--- src/tioc_cfg.svh ---
// tioc_cfg.svh: constants for the timer channel I/O control block
// assumes: included by its bare name from package and modules
`ifndef TIOC_CFG_SVH
`define TIOC_CFG_SVH
`define TIOC_ADDR_W 2
`define TIOC_OFS_CTRL_HIGH 2'h0
`define TIOC_OFS_CTRL_LOW 2'h1
`define TIOC_OFS_MODE 2'h2
`define TIOC_OFS_STATUS 2'h3
`define TIOC_FIELD_RESET 4'h0
`define TIOC_BIT_BUF_A 0
`define TIOC_BIT_BUF_B 1
`define TIOC_HI_LSB 4
`define TIOC_LO_LSB 0
`endif

--- src/tioc_pkg.sv ---
// tioc_pkg.sv: types shared by the channel I/O control block
// assumes: tioc_cfg.svh on the include path
`include "tioc_cfg.svh"
package tioc_pkg;
  typedef enum logic [1:0] {
    TIOC_ACT_LOW = 2'h0,
    TIOC_ACT_HIGH = 2'h1,
    TIOC_ACT_TOGGLE = 2'h2,
    TIOC_ACT_NONE = 2'h3
  } tioc_act_e;
  typedef struct packed {
    logic capture;
    logic outEn;
    logic initLevel;
    tioc_act_e act;
    logic capRise;
    logic capFall;
  } tioc_func_s;
endpackage

--- src/tioc_channel_io.sv ---
// tioc_channel_io.sv: I/O control of one timer channel, four pins A..D
// assumes: counter and compare logic outside supply match pulses and
// count; a host on clk reaches the registers over a plain strobe port
`timescale 1ns/1ps
`include "tioc_cfg.svh"
module tioc_channel_io
  import tioc_pkg::*;
#(
  parameter int COUNT_W = 16
) (
  // clock and reset
  input wire logic clk,
  input wire logic rst,
  // register port
  input wire logic [`TIOC_ADDR_W-1:0] regAddr,
  input wire logic [7:0] regWdata,
  input wire logic regWrite,
  input wire logic regRead,
  output logic [7:0] regRdata,
  // counter and compare events, index 0..3 = A..D
  input wire logic [COUNT_W-1:0] counterValue,
  input wire logic [3:0] compareMatch,
  // timer pins A..D
  input wire logic [3:0] timerPinIn,
  output logic [3:0] timerPinOut,
  output logic [3:0] timerPinOe,
  // capture results
  output logic [3:0] captureStrobe,
  output logic [3:0][COUNT_W-1:0] captureValue
);
  // elaboration check: a captured value is at most one 32-bit word
  if (COUNT_W < 1 || COUNT_W > 32) begin : gBadWidth
    $error("COUNT_W out of range");
  end

  logic [7:0] ctrlHigh;
  logic [7:0] ctrlLow;
  logic [1:0] bufMode;
  logic [3:0] pinMeta;
  logic [3:0] pinSync;
  logic [3:0] capPulse;
  logic [3:0] capMode;
  logic [3:0] unitOe;

  wire wrHigh = regWrite && (regAddr == `TIOC_OFS_CTRL_HIGH);
  wire wrLow = regWrite && (regAddr == `TIOC_OFS_CTRL_LOW);
  wire wrMode = regWrite && (regAddr == `TIOC_OFS_MODE);
  wire bufA = bufMode[`TIOC_BIT_BUF_A];
  wire bufB = bufMode[`TIOC_BIT_BUF_B];
  // units see the code being written, so the write edge loads the new
  // code's initial level rather than the old one
  wire [7:0] nextHigh = wrHigh ? regWdata : ctrlHigh;
  wire [7:0] nextLow = wrLow ? regWdata : ctrlLow;
  wire [3:0] fieldA = nextHigh[`TIOC_LO_LSB +: 4];
  wire [3:0] fieldB = nextHigh[`TIOC_HI_LSB +: 4];
  wire [3:0] fieldC = nextLow[`TIOC_LO_LSB +: 4];
  wire [3:0] fieldD = nextLow[`TIOC_HI_LSB +: 4];
  wire [3:0][3:0] fields = {fieldD, fieldC, fieldB, fieldA};
  wire [3:0] ignore = {bufB, bufA, 2'b00};
  wire [3:0] cfgWr = {wrLow, wrLow, wrHigh, wrHigh};
  // enable held off in the write cycle: the old level never drives
  assign timerPinOe = unitOe & ~cfgWr;
  wire [7:0] statusWord = {capMode, timerPinOut};
  logic [7:0] next_regRdata;

  always_comb begin
    case (regAddr)
      `TIOC_OFS_CTRL_HIGH: next_regRdata = ctrlHigh;
      `TIOC_OFS_CTRL_LOW: next_regRdata = ctrlLow;
      `TIOC_OFS_MODE: next_regRdata = {6'h00, bufMode};
      `TIOC_OFS_STATUS: next_regRdata = statusWord;
      default: next_regRdata = 8'h00;
    endcase
  end

  always_ff @(posedge clk or posedge rst) begin
    if (rst) begin
      ctrlHigh <= {`TIOC_FIELD_RESET, `TIOC_FIELD_RESET};
      ctrlLow <= {`TIOC_FIELD_RESET, `TIOC_FIELD_RESET};
      bufMode <= 2'h0;
      regRdata <= 8'h00;
    end else begin
      ctrlHigh <= nextHigh;
      ctrlLow <= nextLow;
      if (wrMode) bufMode <= regWdata[1:0];
      regRdata <= regRead ? next_regRdata : 8'h00;
    end
  end

  // pins are asynchronous: two flops before any edge logic
  always_ff @(posedge clk or posedge rst) begin
    if (rst) begin
      pinMeta <= 4'h0;
      pinSync <= 4'h0;
    end else begin
      pinMeta <= timerPinIn;
      pinSync <= pinMeta;
    end
  end

  genvar gi;
  generate
    for (gi = 0; gi < 4; gi++) begin : gUnit
      tioc_unit uUnit (
        .clk(clk),
        .rst(rst),
        .funcField(fields[gi]),
        .ignore(ignore[gi]),
        .cfgWrite(cfgWr[gi]),
        .compareMatch(compareMatch[gi]),
        .pinSync(pinSync[gi]),
        .pinOut(timerPinOut[gi]),
        .pinOe(unitOe[gi]),
        .captureStrobe(capPulse[gi]),
        .isCapture(capMode[gi])
      );

      // counter latched in the same cycle as the strobe
      always_ff @(posedge clk or posedge rst) begin
        if (rst) begin
          captureValue[gi] <= '0;
        end else if (capPulse[gi]) begin
          captureValue[gi] <= counterValue;
        end
      end
    end
  endgenerate

  // strobe and latched value appear at the same edge
  always_ff @(posedge clk or posedge rst) begin
    if (rst) begin
      captureStrobe <= 4'h0;
    end else begin
      captureStrobe <= capPulse;
    end
  end
endmodule // tioc_channel_io

--- src/tioc_unit.sv ---
// tioc_unit.sv: one general register's pin function (compare or capture)
// assumes: pin input already synchronised, match pulse on clk
`timescale 1ns/1ps
`include "tioc_cfg.svh"
module tioc_unit
  import tioc_pkg::*;
(
  // clock and reset
  input wire logic clk,
  input wire logic rst,
  // configuration
  input wire logic [3:0] funcField,
  input wire logic ignore,
  input wire logic cfgWrite,
  // events
  input wire logic compareMatch,
  input wire logic pinSync,
  // results
  output logic pinOut,
  output logic pinOe,
  output logic captureStrobe,
  output logic isCapture
);
  tioc_func_s fn;
  logic prevPin;
  logic next_pinOut;
  wire rise = pinSync & ~prevPin;
  wire fall = ~pinSync & prevPin;
  wire [1:0] lowBits = funcField[1:0];
  wire upper = funcField[2];

  always_comb begin
    fn = '0;
    fn.act = TIOC_ACT_NONE;
    fn.capture = funcField[3];
    if (!funcField[3]) begin
      fn.initLevel = upper;
      fn.outEn = (lowBits != 2'h0);
      case (lowBits)
        2'h1: fn.act = TIOC_ACT_LOW;
        2'h2: fn.act = TIOC_ACT_HIGH;
        2'h3: fn.act = TIOC_ACT_TOGGLE;
        default: fn.act = TIOC_ACT_NONE;
      endcase
    end else begin
      // both-edge codes 1010, 1011 and 1110 alike; 1111 captures nothing
      case ({upper, lowBits})
        3'h0, 3'h4: fn.capRise = 1'b1;
        3'h1, 3'h5: fn.capFall = 1'b1;
        3'h2, 3'h3, 3'h6: begin
          fn.capRise = 1'b1;
          fn.capFall = 1'b1;
        end
        default: begin
          fn.capRise = 1'b0;
          fn.capFall = 1'b0;
        end
      endcase
    end
    if (ignore) begin
      fn.outEn = 1'b0;
      fn.capRise = 1'b0;
      fn.capFall = 1'b0;
      fn.act = TIOC_ACT_NONE;
    end
  end

  always_comb begin
    next_pinOut = pinOut;
    if (cfgWrite && fn.outEn) begin
      next_pinOut = fn.initLevel;
    end else if (compareMatch && fn.outEn && !fn.capture) begin
      case (fn.act)
        TIOC_ACT_LOW: next_pinOut = 1'b0;
        TIOC_ACT_HIGH: next_pinOut = 1'b1;
        TIOC_ACT_TOGGLE: next_pinOut = ~pinOut;
        default: next_pinOut = pinOut;
      endcase
    end
  end

  always_ff @(posedge clk or posedge rst) begin
    if (rst) begin
      pinOut <= 1'b0;
      prevPin <= 1'b0;
      captureStrobe <= 1'b0;
    end else begin
      pinOut <= next_pinOut;
      prevPin <= pinSync;
      captureStrobe <= (rise & fn.capRise) | (fall & fn.capFall);
    end
  end

  assign pinOe = fn.outEn & ~fn.capture;
  assign isCapture = fn.capture & ~ignore;
endmodule // tioc_unit
--- config.mk ---
export PLATFORM = sky130hd
export DESIGN_NAME = tioc_channel_io
export DESIGN_NICKNAME = d
export VERILOG_FILES = /design/src/tioc_pkg.sv /design/src/tioc_channel_io.sv /design/src/tioc_unit.sv
export VERILOG_INCLUDE_DIRS = /design/src
export SDC_FILE = /design/constraint.sdc
export NUM_CORES = 1
export LEC_CHECK = 0
export ABC_AREA = 1
export BUFFER_PORTS_ARGS = -buffer_cell sky130_fd_sc_hd__clkbuf_2
export CORE_AREA = 2 2 103 105
export DETAILED_ROUTE_END_ITERATION = 16
export DIE_AREA = 0 0 105 107
export PLACE_DENSITY = 0.78
export SLEW_MARGIN = 10
export SYNTH_ARGS = -nofsm -noshare
export SYNTH_HDL_FRONTEND = slang
export SYNTH_HIERARCHICAL = 1
export SYNTH_SLANG_ARGS = --single-unit
--- constraint.sdc ---
create_clock -name clk -period 3.7 [get_ports clk]
set_clock_uncertainty 0.05 [all_clocks]
set_input_delay 0.555 -clock clk [delete_from_list [all_inputs] [get_ports clk]]
set_output_delay 0.555 -clock clk [all_outputs]
set_load 0.01 [all_outputs]
# Yosys cells after proc, flatten, opt, wreduce, memory -nomap -nowiden
# Cells that the tools add are included.
word_totals:
  ff_bits: 114
  latch_bits: 0
  mem_bits_rw: 0
  romBits: 0
  inputBits: 38
  out_inout_bits: 84
  word_cells: 208
  mem_count: 0
classes:
  n_addsub: 0
  mul: 0
  n_div: 0
  magnitude_cmp: 0
  n_eq_ne: 47
  shift: 0
  muxes: 40
  n_bitwise: 46
  n_reduce_logical: 52
op_table:
  columns: ["op", "count"]
  rows:
  - ["5-bit OR reduction", 8]
  - ["3-bit == test (second input constant)", 12]
  - ["8-bit one-hot mux with 4 select lines", 1]
  - ["2-bit == test (second input constant)", 14]
  - ["3-bit by 2-bit == test with 1-bit output (second input constant)", 8]
  - ["4-bit two-way mux", 6]
  - ["8-bit two-way mux", 3]
  - ["2-bit one-hot mux with 3 select lines", 4]
  - ["1-bit AND", 22]
  - ["2-bit by 1-bit == test with 1-bit output (second input constant)", 9]
  - ["1-bit two-way mux", 18]
  - ["1-bit NOT", 18]
  - ["2-bit nonzero test", 8]
  - ["4-bit nonzero test", 4]
  - ["1-bit logical AND", 15]
  - ["3-bit by 1-bit == test with 1-bit output (second input constant)", 4]
  - ["3-bit zero test", 4]
  - ["1-bit one-hot mux with 3 select lines", 4]
  - ["2-bit zero test", 5]
  - ["2-bit two-way mux", 4]
  - ["2-bit AND reduction", 4]
  - ["4-bit AND", 1]
  - ["1-bit zero test", 4]
  - ["4-bit NOT", 1]
  - ["1-bit OR", 4]

# Logic depth before layout (Yosys ltp)
# Gate-level depths: netlist (run 1).
depth:
  ltp_word: 12
  depth_mapped: 17
  depth_no_buf: 16

# Modules after synthesis
# Netlist (run 1), hierarchy kept.
by_module_without_submodules:
  columns: ["module", "instances", "cells_each", "area_each_um2", "seq_area_each_um2"]
  rows:
  - ["tioc_channel_io", 1, 295, 3907.5, 2552.4]
  - ["tioc_unit (gUnit[0].uUnit ...)", 2, 50, 354.1, 75.1]
  - ["tioc_unit (gUnit[2].uUnit ...)", 2, 50, 352.8, 75.1]

# Least setup slack after synthesis (run 1)
# OpenSTA, ideal clock, no wires.
synth_timing:
  kind: "input -> output"
  startpoint: "input regAddr[1]"
  endpoint: "output timerPinOe[0]"
  t_arrival_ps: 2059
  t_required_ps: 3095
  setup_slack_ps: 1036
  path_stages: 11
  path_buffers: 1
  cell_sequence: "nor2_4 > nand2_2 > buf_6 > o21ai_1 > inv_1 > ha_1 > inv_1 > nand2_2 > nor2_4 > inv_1 > nor2_1"
synth_between:
  elab_chain_cells: 7
  word_cells_on_any_way: 9
  classes_between: "mux (2); bitwise (4); reduce/logical (3)"
synth_rtl:
  columns: ["element", "line_no", "text"]
  rows:
  - ["start: declaration", "tioc_channel_io.sv:15", "input wire logic [`TIOC_ADDR_W-1:0] regAddr,"]
  - ["2-bit zero test", null, null]
  - ["1-bit logical AND", "tioc_channel_io.sv:45", "wire wrHigh = regWrite && (regAddr == `TIOC_OFS_CTRL_HIGH);"]
  - ["8-bit two-way mux", "tioc_channel_io.sv:52", "wire [7:0] nextHigh = wrHigh ? regWdata : ctrlHigh;"]
  - ["named net nextHigh[0]", "tioc_channel_io.sv:52", null]
  - ["2-bit nonzero test", "tioc_unit.sv:38", "fn.outEn = (lowBits != 2'h0);"]
  - ["4-bit two-way mux", "tioc_unit.sv:36", "if (!funcField[3]) begin"]
  - ["1-bit AND", "tioc_unit.sv:94", "assign pinOe = fn.outEn & ~fn.capture;"]
  - ["named net unitOe[0]", "tioc_channel_io.sv:43", "logic [3:0] unitOe;"]
  - ["4-bit AND", "tioc_channel_io.sv:62", "assign timerPinOe = unitOe & ~cfgWr;"]
  - ["end: declaration", "tioc_channel_io.sv:26", "output logic [3:0] timerPinOe,"]
# The timed path passes the listed nets, and every way through them passes these cells.

# Final worst setup path (run 1)
layout_timing:
  startpoint: "input regAddr[0]"
  endpoint: "output timerPinOe[1]"
# Same word-level chain as after synthesis.

==> impl_metrics.yaml, run 1 <==
yosys:
  ys_seq_area_frac: 0.536
  synth_top_area_cell: "dfrtp_1"
  ys_types: 25
  ys.warnings.count: 6
  synth_top_family_by_area: "simple AND/OR/NAND/NOR gates"
  synthXorXnorAreaFrac: 0
  synth_area_per_cell_um2: 10.8
  synth_compound_area_frac: 0.0341
  synthCells: 495
  muxShareOfSynthArea: 0.135
  syn_area_um2: 5320
  synthSimpleGateAreaFrac: 0.161
  synth_seq_cells: 114
  synthAdderAreaFrac: 0.0658
  yosys-top-cells-area: "dfrtp_1, mux2_2, ha_1"
  post-synth-top-area-fraction: 0.536
pwr:
  peakVddDrop_mv: 0.321
  p_per_area_nw_per_um2: 737
  p_leak_uw: 0.00352
sta:
  fin_crit_sh: 0.900
  clock.fmax_mhz: 300
  period_needed_ns: 3.33
  rsz0062_at_grt: "no"
  tightest_slew_ns: 0.885
  max_slew_margin: 0.410
  finalWorstSetupSlack_ns: 0.369
  setup_tns_ns: 0
  drv_slew: 0
  finalHoldViolations: 0
  setup_viol: 0
grt:
  grt_usage: 0.219
  overflow: 0
  grt_pass1_wl_mm: 19.3
  grt_max_degree: 60
  grt_pass1_vias: 3966
  antenna_found_initial: 0
placed_design:
  port_buffers: 121
  place_ws_ns: 0.416
  dp_hpwl_mm: 8.42
  place_congestion: 0.930
setup_path:
  crit_type: "primary input to output port"
  r2r_slack_ns: 1.60
  cp_max_fo: 20
  cp-start-kind: "primary input"
  worstRegToRegCells: 13
  end_kind: "output port"
  critPathRequiredTime_ns: 3.09
  arrival_ns: 2.73
detailed_routing:
  final_antenna_net_count: 0
  num_vias: 3897
  drt-initial-drc-count: 250
  via_per_inst: 5.00
  wl_per_cell_um: 14.6
  drcViolationCount: 0
  first_pass_iters: 4
  drt_wl_total_mm: 11.4
final_layout:
  antenna_cells: 0
  multi_input_area_um2: 2130
  ff_latch_area_um2: 2850
  area_delta_synth_final_pct: 25.2
  nFillCells: 802
  drive_above_1_share: 0.405
  finish.net_count: 697
floorplanning:
  start_util: 0.527
  die_w_um: 105
  die_h_um: 107
  fp.dieArea_um2: 11200
  std_cell_rows: 37
  core_um2: 10100
  boundaryPins: 122
cts:
  cts_buffers: 17
  clock_sink_count: 114
  cts_tree: "done"
  cts_resized: 0
  cts.path.max_buffers: 2
  h-tree-depth: 4
  clk_transition_reported_paths_ns: 0.06
  clock_tree.root_cell: "clkbuf_8"
  insertion_delay_ns: 0.51
hold_path:
  hold_depth: 1
  hp-class: "primary input to flip-flop"
outcome:
  outcome: "completed"
job:
  cap_violations: 0
[cell families after synthesis]
logic type,count (synthesis)
AO/OA/AOI/OAI,30
adder cells (fa/ha/maj),28
other,1
flip-flops,114
multiplexers,64
buffers and inverters,84
AND/OR/NAND/NOR,174
[state kept, by name, summed over array words and instances (netlist names)]
signal	cells
captureValue	64
ctrlHigh	8
ctrlLow	8
regRdata	8
captureStrobe	4
gUnit.uUnit/captureStrobe	4
gUnit.uUnit/pinOut	4
gUnit.uUnit/prevPin	4
pinMeta	4
pinSync	4
bufMode	2
[through the flow]
step                instances  instance area, µm²  total power [µW]  hold slack (ns)   util
floorplan                 500                5340              2720            0.259      -
global placement          747                6050              3240            0.284  0.600
detailed placement        747                6050              3320            0.286  0.600
CTS                       780                6660              4960           0.0781  0.660
global route              780                6660              5200           0.0740  0.660
finish                    780                6660              4910           0.0974  0.660
[where the power goes]
part           internal, µW  total (µW)  switching [µW]
Sequential             1660        1930             265
Combinational           653        1360             708
Clock                  1030        1620             584
[metal layers]
| metal | track usage | wire length (µm) |
|---|---|---|
| met5 | 0 | 0 |
| met4 | 0.0762 | 143 |
| met3 | 0.0620 | 710 |
| met2 | 0.357 | 5400 |
| met1 | 0.282 | 5160 |
[cells in the final DEF (no fill, tap or decap), drive strengths merged, types with 3 or more instances in the layout]
cell      n
a21oi     6
buf       3
bufinv    3
clkbuf  139
clkinv    6
conb      6
dfrtp   114
ha       28
inv      74
mux2     64
nand2    77
nand3    47
nand4     6
nor2     42
o21ai    20
o22ai     4
[critical path: stages]
cell      delay, ns
clkbuf_2       0.27
nor2_4         0.24
nand2_2        0.21
o21ai_1        0.48
inv_1          0.15
ha_1           0.22
inv_1          0.11
nand2_2        0.08
nor2_4         0.11
inv_1          0.05
nor2_1         0.11
clkbuf_2       0.15
[synthesized netlist by cell type (all sizes together)]
cell / instances
buf: 13
dfrtp: 114
conb: 1
nand4: 6
nand2: 77
nor2: 42
ha: 28
nand3: 47
a21oi: 6
inv: 71
nor3: 2
mux2: 64
o22ai: 4
o21ai: 20
[final timing paths]
path | endpoint | startpoint
max | timerPinOe[1] | regAddr[0]
max in group asynchronous | captureValue[34] | rst
min reg2reg | pinSync[3] | pinMeta[3]
max reg2reg | gUnit[1].uUnit/pinOut | ctrlHigh[4]
min | pinMeta[3] | timerPinIn[3]
min in group asynchronous | gUnit[3].uUnit/captureStrobe | rst
[layout make-up]
type | instances | area share
Clock inverter | 14 | 0.0271
Tap cell | 136 | 0.0255
Sequential cell | 114 | 0.428
Inverter | 71 | 0.0408
Clock buffer | 18 | 0.0627
Multi-Input combinational cell | 302 | 0.320
Timing Repair Buffer | 125 | 0.0958
[what timing repair did]
| item | in CTS | in global routing |
|---|---|---|
| endpoints found under the setup margin | 0 | 0 |
| endpoints found under the hold margin | 12 | 0 |
| hold buffers | 1 | 0 |
| setup buffers | 0 | 0 |
(Power assumes the default switching activity.)
==> inputs of run 2 (changes only) <==
--- a/config.mk
+++ b/config.mk
@@ -8,10 +8,11 @@
 export LEC_CHECK = 0
 export ABC_AREA = 1
 export BUFFER_PORTS_ARGS = -buffer_cell sky130_fd_sc_hd__clkbuf_2
-export CORE_AREA = 2 2 103 105
+export CORE_AREA = 2 2 94 114
 export DETAILED_ROUTE_END_ITERATION = 16
-export DIE_AREA = 0 0 105 107
-export PLACE_DENSITY = 0.78
+export DIE_AREA = 0 0 96 116
+export MAX_ROUTING_LAYER = met4
+export PLACE_DENSITY = 0.82
 export SLEW_MARGIN = 10
 export SYNTH_ARGS = -nofsm -noshare
 export SYNTH_HDL_FRONTEND = slang
==> impl_metrics.yaml, run 2 (synthesis gave the netlist of run 1 again) <==
outcome:
  outcome: "completed"
cts:
  insertion_delay_ns: 0.41
  clock_tree.root_cell: "clkbuf_16"
  cts_tree: "done"
  clock_sink_count: 114
  ctsHoldBuffers: 0
  cts_buffers: 17
  postCtsSetupBuffers: 0
  cts.path.max_buffers: 2
  h-tree-depth: 4
  clk_transition_reported_paths_ns: 0.05
  cts_resized: 0
final_layout:
  fin_util: 0.664
  finalNonFillerCells: 768
  final_cell_mix: "clkbuf_2, dfrtp_1, nand2_1, mux2_2, inv_1"
  area_delta_synth_final_pct: 24.3
  mostFrequentLayoutCell: "clkbuf_2"
  antenna_cells: 0
  finish.net_count: 695
  largest_register: "captureValue"
  drive_above_1_share: 0.405
  largest_reg_flops: 64
grt:
  grt_pass1_vias: 3991
  antenna_found_initial: 0
  overflow: 0
  grt_usage: 0.236
  grt_max_degree: 70
  grt_pass1_wl_mm: 19.0
placed_design:
  port_buffers: 121
  dp_cells: 736
  dp_hpwl_mm: 8.87
  place_congestion: 0.983
detailed_routing:
  drt_wl_total_mm: 11.9
  drcViolationCount: 0
  num_vias: 3929
  final_antenna_net_count: 0
  first_pass_iters: 5
  drt-initial-drc-count: 142
  via_per_inst: 5.12
  wl_per_cell_um: 15.5
floorplanning:
  boundaryPins: 122
  fp.dieArea_um2: 11100
  core_um2: 9960
  start_util: 0.534
  die_w_um: 96
  die_h_um: 116
  std_cell_rows: 40
setup_path:
  crit_type: "primary input to output port"
  cp_max_fo: 20
  end_kind: "output port"
  arrival_ns: 2.73
  cp-start-kind: "primary input"
  critPathRequiredTime_ns: 3.09
pwr:
  p_clk_frac: 0.321
  p_leak_uw: 0.00349
  peakVddDrop_mv: 0.319
  switching_share: 0.318
  seqPwrFrac: 0.397
  p_per_area_nw_per_um2: 736
  power_switching_uw: 1550
  combPwrFrac: 0.282
  p_int_uw: 3320
sta:
  setup_tns_ns: 0
  clock.fmax_mhz: 300
  fin_crit_sh: 0.900
  setup_viol: 0
  drv_slew: 0
  max_slew_margin: 0.414
  rsz0062_at_grt: "no"
  period_needed_ns: 3.33
  tightest_slew_ns: 0.879
  finalHoldViolations: 0
hold_path:
  hp-class: "primary input to async pin"
job:
  cap_violations: 0
run 2: metrics by stage:
stage | total power [µW] | setup WS (ns) | hold slack [ns] | area, µm²
finish | 4870 | 0.370 | 0.0893 | 6610
global route | 5160 | 0.136 | 0.0889 | 6610
CTS | 4920 | 0.394 | 0.0828 | 6610
detailed placement | 3330 | 0.400 | 0.291 | 6030
global placement | 3240 | 0.587 | 0.283 | 6030
floorplan | 2720 | 0.420 | 0.259 | 5340
run 2: final cells by class:
| cell class | instances | area (µm²) |
|---|---|---|
| timing repair buffer | 123 | 621 |
| tap | 126 | 158 |
| multi-input combinational | 302 | 2130 |
| clock inverter | 13 | 138 |
| fill | 778 | 3350 |
| sequential | 114 | 2850 |
| clock buffer | 19 | 443 |
| inverter | 71 | 272 |
run 2: power by group through the flow:
stage,combinational (µW),sequential (µW),clock (µW)
after CTS,1400,1930,1590
after global placement,1330,1910,0
after detailed placement,1380,1950,0
after floorplan,654,2060,0
after global routing,1530,1980,1650
final,1370,1930,1560
run 2: path summary, 6_finish.rpt:
check	endpoint	from	cells past startpoint	slack [ns]
setup / recovery	timerPinOe[0]	regAddr[0]	12	0.37
hold / removal	gUnit[2].uUnit/prevPin	rst	2	0.09
setup reg to reg	gUnit[0].uUnit/pinOut	ctrlHigh[0]	13	1.48
hold reg to reg	pinSync[2]	pinMeta[2]	0	0.30
max in group asynchronous	captureValue[59]	rst	3	2.45
min in group clk	pinMeta[1]	timerPinIn[1]	1	0.20
run 2: metal layers:
| metal | GRT usage | vias up | part of all wire |
|---|---|---|---|
| met3 | 0.0722 | 23 | 0.076 |
| li1 | - | 1863 | - |
| met1 | 0.255 | 1893 | 0.39 |
| met4 | 0.0914 | 0 | 0.016 |
| met2 | 0.402 | 150 | 0.51 |
| met5 | - | - | 0 |
run 2: worst max-delay path: stages:
cell	delay, ns
clkbuf_2	0.27
nor2_4	0.24
nand2_2	0.21
o21ai_1	0.46
inv_1	0.16
ha_1	0.23
inv_1	0.11
nand2_2	0.08
nor2_4	0.11
inv_1	0.05
nor2_1	0.09
clkbuf_2	0.14
